File: src/hw/cmp_defs.svh
// register map, field positions, reset values and timing counts of the comparator control block
// assumes an 8-bit register port and a 250 MHz system clock
`ifndef CMP_DEFS_SVH
`define CMP_DEFS_SVH

`define CMP_ADDR_W       4
`define CMP_DATA_W       8
`define CMP_CHANNELS     2

`define CMP_OFS_CFG0     4'h0
`define CMP_OFS_CFG1     4'h1
`define CMP_OFS_FLAGS    4'h2
`define CMP_OFS_MASK     4'h3
`define CMP_OFS_PWR      4'h4

`define CMP_CFG_EN       0
`define CMP_CFG_PIN      1
`define CMP_CFG_POS      2
`define CMP_CFG_NEGREF   3
`define CMP_CFG_RESULT   4
`define CMP_CFG_IE       5
`define CMP_CFG_FLAG     6
`define CMP_CFG_SETTLED  7

`define CMP_PWR_OFF      5

`define CMP_CFG_RESET    5'h00
`define CMP_RDATA_RESET  8'h00

`define CMP_CLK_NS       4
`define CMP_SETTLE_NS    10000
`define CMP_SETTLE_CYC   ((`CMP_SETTLE_NS + `CMP_CLK_NS - 1) / `CMP_CLK_NS)
`define CMP_CNT_W        12

`endif

File: src/hw/cmp_pkg.sv
// types shared by the comparator control block
// assumes cmp_defs.svh is on the include path
`include "cmp_defs.svh"

package cmp_pkg;

    typedef struct packed {
        logic ie;
        logic neg_ref;
        logic pos_sel;
        logic pin_out;
        logic en;
    } ch_cfg_type;

    typedef struct packed {
        logic [`CMP_CHANNELS-1:0] s1;
        logic [`CMP_CHANNELS-1:0] s2;
        logic [`CMP_CHANNELS-1:0] s3;
        logic [`CMP_CHANNELS-1:0] level;
    } sync_state_type;

    typedef struct packed {
        logic                 result;
        logic                 flag;
        logic                 settled;
        logic [`CMP_CNT_W-1:0] cnt;
    } chan_state_type;

    typedef struct packed {
        ch_cfg_type [`CMP_CHANNELS-1:0] cfg;
        logic                           pwr_off;
        logic [`CMP_DATA_W-1:0]         rdata;
        logic                           irq;
        logic                           wake;
        logic [`CMP_CHANNELS-1:0]       cmp_enable;
        logic [`CMP_CHANNELS-1:0]       pos_sel;
        logic [`CMP_CHANNELS-1:0]       neg_ref;
        logic                           ref_enable;
        logic [`CMP_CHANNELS-1:0]       pin_out;
        logic [`CMP_CHANNELS-1:0]       pin_oe;
    } top_state_type;

endpackage

File: src/hw/cmp_channel.sv
// one comparator channel: result, change flag and settling timer
// assumes a level already synchronised to clk_sys
`include "cmp_defs.svh"

module cmp_channel
    import cmp_pkg::*;
#(
    parameter int SETTLE_CYCLES = `CMP_SETTLE_CYC
)
(
    // clock and reset
    input  wire logic clk_sys,
    input  wire logic reset,
    // control
    input  wire logic level,
    input  wire logic active,
    input  wire logic flag_clr,
    // state
    output logic      result,
    output logic      flag,
    output logic      settled
);

    generate
        if (SETTLE_CYCLES < 1 || SETTLE_CYCLES >= (1 << `CMP_CNT_W)) begin : g_bad
            $error("SETTLE_CYCLES out of range");
        end
    endgenerate

    localparam logic [`CMP_CNT_W-1:0] SETTLE_LAST = `CMP_CNT_W'(SETTLE_CYCLES);

    chan_state_type st_reg;
    chan_state_type st_next;
    logic           res_new;

    always_comb begin
        st_next = st_reg;
        // disabled channel forces its result high
        res_new = active ? level : 1'b1;
        st_next.result = res_new;
        // any change, forced ones included, sets the flag; set beats clear
        st_next.flag = (st_reg.flag & ~flag_clr) | (res_new != st_reg.result);
        if (!active) begin
            st_next.cnt     = '0;
            st_next.settled = 1'b0;
        end else if (st_reg.cnt != SETTLE_LAST) begin
            st_next.cnt = st_reg.cnt + 1'b1;
        end else begin
            st_next.settled = 1'b1;
        end
    end

    always_ff @(posedge clk_sys) begin
        if (reset) begin
            st_reg        <= '0;
            st_reg.result <= 1'b1;
        end else begin
            st_reg <= st_next;
        end
    end

    assign result  = st_reg.result;
    assign flag    = st_reg.flag;
    assign settled = st_reg.settled;

endmodule

File: src/hw/cmp_sync.sv
// three-stage synchroniser for the raw comparator outputs
// assumes inputs come from asynchronous analog cores
`include "cmp_defs.svh"

module cmp_sync
    import cmp_pkg::*;
(
    // clock and reset
    input  wire logic                     clk_sys,
    input  wire logic                     reset,
    // asynchronous levels in, clean levels out
    input  wire logic [`CMP_CHANNELS-1:0] raw,
    output logic      [`CMP_CHANNELS-1:0] level
);

    sync_state_type st_reg;
    sync_state_type st_next;

    // a new level counts only once the second and third stages agree
    always_comb begin
        st_next    = st_reg;
        st_next.s1 = raw;
        st_next.s2 = st_reg.s1;
        st_next.s3 = st_reg.s2;
        for (int i = 0; i < `CMP_CHANNELS; i++) begin
            if (st_reg.s2[i] == st_reg.s3[i]) begin
                st_next.level[i] = st_reg.s3[i];
            end
        end
    end

    always_ff @(posedge clk_sys) begin
        if (reset) begin
            st_reg <= '0;
        end else begin
            st_reg <= st_next;
        end
    end

    assign level = st_reg.level;

endmodule

File: src/hw/dual_comparator_control.sv
// control, change detection and interrupt logic around two analog comparators
// assumes analog cores outside, a synchronous register port and mode levels from clk_sys logic
//
// Operation
// - two channels, each configured on its own
// - result is one when positive exceeds negative
// - two positive sources, negative pin or reference
// - any result change sets the channel flag
// - enabled flags share one interrupt line
// - disabled channel result forced high
// - forced low-to-high change sets flag too
// - total power-down disables both channels
// - enabled change wakes processor from idle or power-down, not from total power-down
// - power control bit five switches comparators off
// - internal reference usable as negative input
//
// The placing of the registers and the strobed register port were left to the implementer.
`include "cmp_defs.svh"

module dual_comparator_control
    import cmp_pkg::*;
#(
    parameter int SETTLE_CYCLES = `CMP_SETTLE_CYC
)
(
    // clock and reset
    input  wire logic                     clk_sys,
    input  wire logic                     reset,
    // register port
    input  wire logic [`CMP_ADDR_W-1:0]   addr,
    input  wire logic [`CMP_DATA_W-1:0]   wdata,
    input  wire logic                     wr,
    input  wire logic                     rd,
    output logic      [`CMP_DATA_W-1:0]   rdata,
    // analog comparator cores
    input  wire logic [`CMP_CHANNELS-1:0] cmp_raw,
    output logic      [`CMP_CHANNELS-1:0] cmp_enable,
    output logic      [`CMP_CHANNELS-1:0] pos_sel,
    output logic      [`CMP_CHANNELS-1:0] neg_ref,
    output logic                          ref_enable,
    // result pins
    output logic      [`CMP_CHANNELS-1:0] cmp_pin_out,
    output logic      [`CMP_CHANNELS-1:0] cmp_pin_oe,
    // power modes
    input  wire logic                     idle_mode,
    input  wire logic                     power_down_mode,
    input  wire logic                     total_power_down,
    // interrupt and wake
    output logic                          irq,
    output logic                          wake_req
);

    top_state_type            st_reg;
    top_state_type            st_next;
    logic [`CMP_CHANNELS-1:0] level;
    logic [`CMP_CHANNELS-1:0] act;
    logic [`CMP_CHANNELS-1:0] clr;
    logic [`CMP_CHANNELS-1:0] res;
    logic [`CMP_CHANNELS-1:0] flag;
    logic [`CMP_CHANNELS-1:0] settled;
    logic [`CMP_CHANNELS-1:0] ie;
    logic                     pending;

    generate
        if (SETTLE_CYCLES < 1 || SETTLE_CYCLES >= (1 << `CMP_CNT_W)) begin : g_bad_settle
            $error("SETTLE_CYCLES out of range");
        end
    endgenerate

    // configuration byte as software sees it
    function automatic logic [`CMP_DATA_W-1:0] cfg_byte(
        input ch_cfg_type c,
        input logic       r,
        input logic       f,
        input logic       s
    );
        logic [`CMP_DATA_W-1:0] b;
        b                   = '0;
        b[`CMP_CFG_EN]      = c.en;
        b[`CMP_CFG_PIN]     = c.pin_out;
        b[`CMP_CFG_POS]     = c.pos_sel;
        b[`CMP_CFG_NEGREF]  = c.neg_ref;
        b[`CMP_CFG_RESULT]  = r;
        b[`CMP_CFG_IE]      = c.ie;
        b[`CMP_CFG_FLAG]    = f;
        b[`CMP_CFG_SETTLED] = s;
        return b;
    endfunction

    // configuration fields taken from a write
    function automatic ch_cfg_type cfg_from(input logic [`CMP_DATA_W-1:0] d);
        ch_cfg_type c;
        c.en      = d[`CMP_CFG_EN];
        c.pin_out = d[`CMP_CFG_PIN];
        c.pos_sel = d[`CMP_CFG_POS];
        c.neg_ref = d[`CMP_CFG_NEGREF];
        c.ie      = d[`CMP_CFG_IE];
        return c;
    endfunction

    cmp_sync u_sync (
        .clk_sys (clk_sys),
        .reset   (reset),
        .raw     (cmp_raw),
        .level   (level)
    );

    generate
        for (genvar g = 0; g < `CMP_CHANNELS; g++) begin : g_ch
            cmp_channel #(
                .SETTLE_CYCLES (SETTLE_CYCLES)
            ) u_ch (
                .clk_sys  (clk_sys),
                .reset    (reset),
                .level    (level[g]),
                .active   (act[g]),
                .flag_clr (clr[g]),
                .result   (res[g]),
                .flag     (flag[g]),
                .settled  (settled[g])
            );
        end
    endgenerate

    always_comb begin
        st_next = st_reg;
        pending = 1'b0;
        for (int i = 0; i < `CMP_CHANNELS; i++) begin
            ie[i]  = st_reg.cfg[i].ie;
            // gated off by its own enable, the power control bit or total power-down
            act[i] = st_reg.cfg[i].en & ~st_reg.pwr_off & ~total_power_down;
            clr[i] = 1'b0;
            if (wr && addr == (`CMP_OFS_CFG0 + `CMP_ADDR_W'(i)) && !wdata[`CMP_CFG_FLAG]) begin
                clr[i] = 1'b1;
            end
            if (wr && addr == `CMP_OFS_FLAGS && wdata[i]) begin
                clr[i] = 1'b1;
            end
            pending = pending | (flag[i] & ie[i]);
        end

        // register writes
        if (wr) begin
            case (addr)
                `CMP_OFS_CFG0: begin
                    st_next.cfg[0] = cfg_from(wdata);
                end
                `CMP_OFS_CFG1: begin
                    st_next.cfg[1] = cfg_from(wdata);
                end
                `CMP_OFS_MASK: begin
                    for (int i = 0; i < `CMP_CHANNELS; i++) begin
                        st_next.cfg[i].ie = wdata[i];
                    end
                end
                `CMP_OFS_PWR: begin
                    st_next.pwr_off = wdata[`CMP_PWR_OFF];
                end
                default: begin
                end
            endcase
        end

        // register reads, answered in the next cycle; unmapped reads give zero
        st_next.rdata = `CMP_RDATA_RESET;
        if (rd) begin
            case (addr)
                `CMP_OFS_CFG0: begin
                    st_next.rdata = cfg_byte(st_reg.cfg[0], res[0], flag[0], settled[0]);
                end
                `CMP_OFS_CFG1: begin
                    st_next.rdata = cfg_byte(st_reg.cfg[1], res[1], flag[1], settled[1]);
                end
                `CMP_OFS_FLAGS: begin
                    st_next.rdata[`CMP_CHANNELS-1:0] = flag;
                end
                `CMP_OFS_MASK: begin
                    st_next.rdata[`CMP_CHANNELS-1:0] = ie;
                end
                `CMP_OFS_PWR: begin
                    st_next.rdata[`CMP_PWR_OFF] = st_reg.pwr_off;
                end
                default: begin
                end
            endcase
        end

        // analog controls and pins
        for (int i = 0; i < `CMP_CHANNELS; i++) begin
            st_next.cmp_enable[i] = act[i];
            st_next.pos_sel[i]    = st_reg.cfg[i].pos_sel;
            st_next.neg_ref[i]    = st_reg.cfg[i].neg_ref;
            st_next.pin_out[i]    = res[i];
            st_next.pin_oe[i]     = st_reg.cfg[i].pin_out;
        end
        st_next.ref_enable = |(act & {st_reg.cfg[1].neg_ref, st_reg.cfg[0].neg_ref});

        st_next.irq  = pending;
        st_next.wake = pending & (idle_mode | power_down_mode) & ~total_power_down;
    end

    always_ff @(posedge clk_sys) begin
        if (reset) begin
            st_reg <= '0;
        end else begin
            st_reg <= st_next;
        end
    end

    assign rdata       = st_reg.rdata;
    assign cmp_enable  = st_reg.cmp_enable;
    assign pos_sel     = st_reg.pos_sel;
    assign neg_ref     = st_reg.neg_ref;
    assign ref_enable  = st_reg.ref_enable;
    assign cmp_pin_out = st_reg.pin_out;
    assign cmp_pin_oe  = st_reg.pin_oe;
    assign irq         = st_reg.irq;
    assign wake_req    = st_reg.wake;
endmodule

File: config.mk
export PLATFORM = sky130hd
export DESIGN_NAME = dual_comparator_control
export DESIGN_NICKNAME = d
export VERILOG_FILES = /design/src/hw/cmp_pkg.sv /design/src/hw/cmp_channel.sv /design/src/hw/cmp_sync.sv /design/src/hw/dual_comparator_control.sv
export VERILOG_INCLUDE_DIRS = /design/src /design/src/hw
export SDC_FILE = /design/constraint.sdc
export NUM_CORES = 1
export LEC_CHECK = 0
export BUFFER_PORTS_ARGS = -buffer_cell sky130_fd_sc_hd__buf_2
export CAP_MARGIN = 5
export CORE_MARGIN = 3
export CORE_UTILIZATION = 25
export CTS_CLUSTER_DIAMETER = 200
export DETAILED_ROUTE_END_ITERATION = 16
export SYNTH_ARGS = -nofsm -noshare
export SYNTH_HDL_FRONTEND = slang
export SYNTH_SLANG_ARGS = --single-unit
File: constraint.sdc
create_clock -name clk_sys -period 3.2 [get_ports clk_sys]
set_input_delay 0.16 -clock clk_sys [delete_from_list [all_inputs] [get_ports clk_sys]]
set_output_delay 0.16 -clock clk_sys [all_outputs]
set_load 0.005 [all_outputs]
# Word-level counts from Yosys, hierarchy flattened
# Index checks and enable logic that the tools add are counted.
[word_totals]
ff_bits = 70
latchBits = 0
ram_bits = 0
rom_bits = 0
in_bits = 21
mem_count = 0
[classes]
add_sub_neg = 2
multipliers = 0
n_div = 0
n_lt_le_gt_ge = 0
n_eq_ne = 10
shift = 0
mux = 12
bitwise = 22
n_reduce_logical = 20
[op_table]
columns = ["cell", "n"]
rows = [
  ["$add 12x1->12 const B", 2],
  ["$ne 12x12->1 const B", 2],
  ["$and 1x1->1", 10],
  ["$reduce_and 2->1", 5],
  ["$eq 4x2->1 const B", 2],
  ["$pmux 2 s4", 1],
  ["$reduce_or 2->1", 4],
  ["$logic_and 1x1->1", 7],
  ["$not 1->1", 7],
  ["$mux 1", 6],
  ["$pmux 3 s2", 1],
  ["$eq 4x1->1 const B", 1],
  ["$eq 4x3->1 const B", 1],
  ["$logic_not 4->1", 1],
  ["$or 1x1->1", 4],
  ["$pmux 1 s2", 2],
  ["$pmux 2 s2", 1],
  ["$reduce_bool 2->1", 2],
  ["$pmux 1 s3", 1],
  ["$and 2x2->2", 1],
  ["$eq 1x1->1", 2],
  ["$ne 1x1->1", 2],
  ["$logic_not 1->1", 1],
]

# Longest topological paths before layout
# Gate-level depths: netlist of run 1.
[depth]
word_depth = 8
mapped_depth = 7
mapped_depth_nobuf = 6

# Hierarchy
# Synthesis of run 1 repeated with hierarchy kept, for this count alone.
[hier_totals]
cells_unflattened = 325
area_unflattened_um2 = 3055.4
[modules_own_cells]
columns = ["module", "n_inst", "cells_each", "area_each_um2"]
rows = [
  ["cmp_channel", 2, 79, 718.2],
  ["dual_comparator_control", 1, 145, 1376.3],
  ["cmp_sync", 1, 22, 242.7],
]

# Worst setup path before layout of run 1
# Ideal clock, no wire load.
[synth_timing]
path_type = "register to register"
start = "register g_ch[1].u_ch.st_reg[0] (netlist name)"
end = "register g_ch[1].u_ch.st_reg[1] (netlist name)"
arrival_ns = 1.247
t_required_ns = 3.072
setup_slack_ns = 1.825
path_stages_with_launch = 8
path_cell_list = "dfxtp_1 > inv_1 > ha_1 > and4b_1 > and3_1 > buf_4 > mux2i_1 > nor2_1"
[synth_between]
elab_chain_len = 1
elab_cells_between_ends = 2
classes_between = "add/sub (1); eq/ne (1)"
[synth_lines]
columns = ["element", "line", "text"]
rows = [
  ["start: declaration", "cmp_channel.sv:32", "chan_state_type st_reg;"],
  ["start signal: assignment", "cmp_channel.sv:58", "st_reg <= st_next;"],
  ["$add 12x1->12 or $ne 12x12->1 (tied branches)", "cmp_channel.sv:47, cmp_channel.sv:46", ""],
]
# Parallel ways exist; a longest one is shown, timed or not.
# A chain may end at the register's enable or synchronous reset.

# Final worst setup path of run 1
[layout_timing]
start = "register st_reg[21] (netlist name)"
end = "register g_ch[1].u_ch.st_reg[2] (netlist name)"
[layout_between]
elab_chain_len = 5
[layout_lines]
columns = ["element", "line", "text"]
rows = [
  ["start: declaration", "dual_comparator_control.sv:53", "top_state_type st_reg;"],
  ["start signal: assignment", "dual_comparator_control.sv:206", "st_reg <= st_next;"],
  ["$not 1->1", "dual_comparator_control.sv:131", "act[i] = st_reg.cfg[i].en & ~st_reg.pwr_off & ~total_power_down;"],
  ["$and 1x1->1 (2 in a row)", "dual_comparator_control.sv:131", ""],
  ["$not 1->1 (no source line)", "-", ""],
  ["$reduce_or 2->1 (no source line)", "-", ""],
]
# Every way passes these cells.

==> results.yml, run 1 <==
synthesis:
  synth-edff-count: 0
  yosys-top-cells-area: "dfxtp_1, mux2i_1, nor2_1"
  netlist_instances: 308
  ys_warn_count: 0
  synth_top_area_share: 0.480
  yosys.area.top_type: "dfxtp_1"
  synth-seq-cells: 70
  synthDistinctLibCells: 41
  synthFlopType: "dfxtp_1"
  yosysSeqAreaShare: 0.480
  ys_async_sr_fraction: 0
  syn_area_sq_mm: 0.00292
  syn_avg_cell_area_sq_um: 9.49
  synth_fp_nets: 333
setup_path:
  r2r_start: "st_reg[21]"
  reg2reg_setup_slack_ns: 1.73
  path_depth: 5
  cp.buffers_inverters: 1
  reg2reg_to: "g_ch[1].u_ch.st_reg[2]"
  cp_slowest_cell: "dfxtp_1"
  worst_setup_path_start_kind: "register"
  cp.required_ns: 3.47
  reg2reg_depth: 5
  crit_path_max_incr_delay_ns: 0.36
  cp_top_family: "simple AND/OR/NAND/NOR gates"
  end_kind: "register"
  crit_chain: "nor3_1 > nand2_1 > inv_1 > o21ai_0 > nor2_1"
  critPathKind: "reg2reg"
  cp_max_fo: 13
  cp_data_arrival_time_ns: 1.73
final_layout:
  fin_nets: 352
  largest_register_ffs: 24
  mostFrequentLayoutCell: "dfxtp_1"
  layout-area-overhead-vs-synth_pct: 17.1
  drive_above_1_share: 0.196
  final_cell_mix: "dfxtp_1, nor2_1, buf_2"
  antenna_cells: 0
  final_cell_area_sq_mm: 0.00342
timing:
  slew_headroom: 0.595
  finalSetupViolCount: 0
  post-route-period-util: 0.458
  finalClockSkew_ns: 0.00637
  fmax_mhz: 682
  post-route-min-period_ns: 1.47
  worstMarginPinSlew_ns: 0.608
  timing.hold.ws_ns: 0.0495
  rsz0062_at_grt: "false"
  slew_violations: 0
  hold_violations: 0
  fin_tns_setup_ns: 0
  setup_ws_ns: 1.73
global_routing:
  grt_antenna_before_repair: 0
  grt_util_all_layers: 0.0961
  grt_pass1_wl_um: 9890
  grt_pass1_vias: 2083
  overflow: 0
  grt_max_degree: 35
cts:
  cts_buffers: 9
  ctsResizeCount: 0
  clk_latency_ns: 0.33
  cts_tree: "yes"
  cts-root-buf: "clkbuf_16"
  postCtsHoldBufs: 0
  cts.sinks: 70
  h-tree-depth: 3
  clk_path_buf_depth: 2
  clk_pin_slew_ns: 0.05
  post_cts_buffers: 0
floorplanning:
  placementRows: 38
  dieArea_sq_mm: 0.0130
  core_sq_mm: 0.0111
  die_y_um: 114
  start_util: 0.263
  pin_count: 42
  fp.dieW_um: 114
power_and_ir_drop:
  pwr_density_cell_mw_per_mm2: 591
  leakagePower_uw: 0.00132
  ir_drop_mv: 0.238
  power_uw: 2020
outcome:
  status: "finished clean"
worst_hold_path:
  hold_class: "in2reg"
  whs_endpoint: "u_sync.st_next[5]"
  min_from: "cmp_raw[1]"
  hold_depth: 2
place:
  port_buffers: 39
  place_area_sq_mm: 0.00309
  preCtsSetupSlack_ns: 1.46
  gp_congestion: 0.785
  dp_hpwl_um: 4170
detailed_routing:
  vias: 2115
  viasPerCell: 4.48
  drcViolationCount: 0
  wl_um: 5720
  first_iter_violations: 45
  firstDrtPassIters: 4
  routedWlPerCell_um: 12.1
  ant_nets: 0
job:
  maxCapViolations: 0
## synth_stat cells, drive strengths merged (4+ instances only)
library cell and instances:
nand3 13, xor2 10, o21ai 9, clkbuf 6, nor2b 16, mux2i 15
inv 7, buf 25, nand2 19, a21oi 15, and3 4, ha 4
dfxtp 70, nor3 6, or3 4, xnor2 9, nor2 40, nand4 6
## worst reg2reg max path: cells and delay by family (launching register included)
| kind | cells | cell delay (ns) |
|---|---|---|
| compound gates | 1 | 0.11 |
| simple gates | 3 | 0.70 |
| flops | 1 | 0.36 |
| buf+inv | 1 | 0.25 |
## how the worst max path moves through the flow
| stage | from | endpoint |
|---|---|---|
| global placement | reset | ref_enable |
| detailed placement | reset | ref_enable |
| finish | st_reg[21] | g_ch[1].u_ch.st_reg[2] |
| CTS | st_reg[21] | g_ch[0].u_ch.st_reg[2] |
| global route | st_reg[21] | g_ch[1].u_ch.st_reg[2] |
| floorplan | g_ch[1].u_ch.st_reg[0] | g_ch[1].u_ch.st_reg[1] |
## power by group
group          internal [uW]  total, uW  leakage (uW)  switching (uW)
registers                880        885      0.000566            4.38
logic                   25.0       60.2      0.000598            35.2
clock network            707       1080      0.000155             371
## per-layer routing
layer,global-route usage,vias up,share of wire
met1,0.119,994,0.48
met3,0.0428,8,0.062
met4,0.0356,0,0.012
met5,0,-,0
li1,-,1069,-
met2,0.147,44,0.45
## cell type report
cell class	instances	area, sq um
Fill cell	1190	7700
Sequential cell	70	1400
Multi-Input combinational cell	200	1290
Clock buffer	10	239
Timing Repair Buffer	39	195
Tap cell	140	175
Clock inverter	6	92.6
Inverter	7	26.3
## per-stage QoR
stage,instances,utilization
after floorplan,308,-
after global placement,456,0.278
after detailed placement,456,0.278
after CTS,472,0.307
after global routing,472,0.307
final,472,0.307
## logic make-up (layout without fill, tap and decap cells)
family | count (synthesis) | in the layout | share of synthesized area
multiplexers | 17 | 17 | 0.0668
buffers and inverters | 38 | 62 | 0.0784
adder cells (fa/ha/maj) | 4 | 4 | 0.0171
AND/OR/NAND/NOR | 127 | 127 | 0.237
AO/OA/AOI/OAI | 33 | 33 | 0.0638
flip-flops | 70 | 70 | 0.480
XOR/XNOR | 19 | 19 | 0.0570
(Power assumes the default switching activity.)
==> run 2, diff against run 1 <==
==> constraint.sdc (replaced) <==
create_clock -name clk_sys -period 1.5 [get_ports clk_sys]
set_input_delay 0.075 -clock clk_sys [delete_from_list [all_inputs] [get_ports clk_sys]]
set_output_delay 0.075 -clock clk_sys [all_outputs]
set_load 0.005 [all_outputs]
==> run 2 against run 1 <==
Net effect: clock-buffer cell count is 1 higher; combinational power increased by 140%; non-clock buffer count grew 12; critical path depth up 1; critical path type unchanged; global-route usage is essentially flat; sequential power rose by 110%; flip-flop and latch count unchanged; sequential share of layout area down 1.3 points; utilization is 1.0 points higher.
==> results.yml, run 2 (synthesis results as in run 1) <==
setup_path:
  cp_max_fo: 4
  critPathKind: "reg2reg"
  reg2reg_setup_slack_ns: 0.11
  reg2reg_depth: 6
  cp.required_ns: 1.72
  worst_setup_path_start_kind: "register"
  cp_data_arrival_time_ns: 1.61
  reg2reg_to: "g_ch[1].u_ch.st_reg[1]"
  end_kind: "register"
  r2r_start: "g_ch[1].u_ch.st_reg[0]"
detailed_routing:
  first_iter_violations: 59
  firstDrtPassIters: 4
  viasPerCell: 4.44
  routedWlPerCell_um: 12.0
  drcViolationCount: 0
  vias: 2147
  wl_um: 5790
  ant_nets: 0
timing:
  finalClockSkew_ns: 0.00441
  slew_violations: 0
  slew_headroom: 0.782
  worstMarginPinSlew_ns: 0.323
  post-route-min-period_ns: 1.39
  setup_ws_ns: 0.111
  hold_violations: 0
  finalSetupViolCount: 0
  fmax_mhz: 720
  post-route-period-util: 0.926
  fin_tns_setup_ns: 0
  rsz0062_at_grt: "false"
cts:
  cts.sinks: 70
  clk_latency_ns: 0.33
  cts-root-buf: "clkbuf_16"
  clk_path_buf_depth: 2
  cts_tree: "yes"
  clk_pin_slew_ns: 0.06
  post_cts_buffers: 0
  h-tree-depth: 3
  cts_buffers: 9
floorplanning:
  dieArea_sq_mm: 0.0130
  start_util: 0.263
  die_y_um: 114
  fp.dieW_um: 114
  core_sq_mm: 0.0111
  placementRows: 38
  pin_count: 42
final_layout:
  final_cell_area_sq_mm: 0.00354
  drive_above_1_share: 0.235
  layout-area-overhead-vs-synth_pct: 21.1
  post-route-util: 0.318
  largest_register_ffs: 24
  antenna_cells: 0
  n_fill_cell: 1178
  fin_nets: 364
  mostFrequentLayoutCell: "dfxtp_1"
  fin_cells: 484
  final_cell_mix: "dfxtp_1, nor2_1, buf_2"
place:
  preCtsSetupSlack_ns: 0.0684
  dp_hpwl_um: 4230
  port_buffers: 39
  gp_congestion: 0.807
  place_area_sq_mm: 0.00316
  dp_cells: 465
power_and_ir_drop:
  p_sw_uw: 863
  p_seq_frac: 0.438
  pwr_density_cell_mw_per_mm2: 1220
  ir_drop_mv: 0.594
  p_int_uw: 3450
  combPwrFrac: 0.033
  leakagePower_uw: 0.00138
  pwr-share-clk: 0.529
  swShare: 0.200
global_routing:
  overflow: 0
  grt_pass1_vias: 2112
  grt_max_degree: 20
  grt_antenna_before_repair: 0
  grt_util_all_layers: 0.0958
  grt_pass1_wl_um: 9870
job:
  maxCapViolations: 0
worst_hold_path:
  min_from: "wdata[3]"
  hold_class: "in2reg"
  hold_depth: 3
  whs_endpoint: "st_next[6]"
outcome:
  status: "finished clean"
[run 2: changes by cell type in the layout (fill, tap and decap cells not counted), moves of 2 or more]
| cell | previous run | this run |
|---|---|---|
| and3_1 | 4 | 2 |
| and3_2 | 0 | 2 |
| buf_4 | 0 | 9 |
| clkinvlp_4 | 2 | 0 |
| dfxtp_1 | 70 | 68 |
| dfxtp_2 | 0 | 2 |
| dlygate4sd3_1 | 0 | 3 |
| nand3_1 | 11 | 9 |
| nand3_2 | 2 | 4 |
| nor3_1 | 6 | 4 |
| nor3_2 | 0 | 2 |
[run 2: cell type report]
type / instances / area, sq um / share of cell area
clock inverter: 5 / 82.6 / 0.0233
clock buffer: 11 / 243 / 0.0686
tap: 140 / 175 / 0.0495
timing repair buffer: 51 / 293 / 0.0828
multi-input combinational: 200 / 1310 / 0.371
sequential: 70 / 1400 / 0.397
inverter: 7 / 26.3 / 0.00743
[run 2: repair_timing]
item                                    4_1_cts  5_1_grt
hold buffers                                  3        0
gates resized for setup                       0        8
endpoints found under the setup margin        0        9
endpoints found under the hold margin         3        0
[run 2: layer usage]
layer  global-route usage  routed length [um]  vias to the layer above
met5                    0                   0                        -
met4               0.0333                  70                        0
met3               0.0455                 361                        6
met2                0.152                2690                       39
met1                0.114                2670                     1010
li1                     -                   -                     1092
[run 2: how the worst max path moves through the flow]
stage	from	end	slack (ns)
4_1_cts	g_ch[0].u_ch.st_reg[0]	g_ch[0].u_ch.st_reg[1]	0.05
3_5_place_dp	g_ch[0].u_ch.st_reg[0]	g_ch[0].u_ch.st_reg[1]	0.07
2_1_floorplan	g_ch[1].u_ch.st_reg[0]	g_ch[1].u_ch.st_reg[1]	0.13
3_3_place_gp	g_ch[0].u_ch.st_reg[0]	g_ch[0].u_ch.st_reg[1]	0.09
6_report	g_ch[1].u_ch.st_reg[0]	g_ch[1].u_ch.st_reg[1]	0.11
5_1_grt	g_ch[1].u_ch.st_reg[0]	g_ch[1].u_ch.st_reg[1]	0.0001
[run 2: power groups by stage]
stage               clock, uW  combinational, uW  sequential [uW]
floorplan                   0               84.8             1920
global placement            0                137             1930
detailed placement          0                139             1930
CTS                      2340                145             1890
global route             2410                159             1890
finish                   2280                143             1890
[run 2: critical path, cell delays in order (launching register included)]
cell and delay, ns:
dfxtp_1 0.37, inv_1 0.08, ha_1 0.19, and4b_1 0.19, and3_2 0.25, mux2i_1 0.15, nor2_1 0.05
[run 2: per-stage QoR]
step | total power, uW | hold WS [ns]
after floorplan | 2010 | 0.147
after global placement | 2060 | 0.294
after detailed placement | 2070 | 0.290
after CTS | 4380 | 0.000138
after global routing | 4460 | 0.00836
final | 4310 | 0.0119
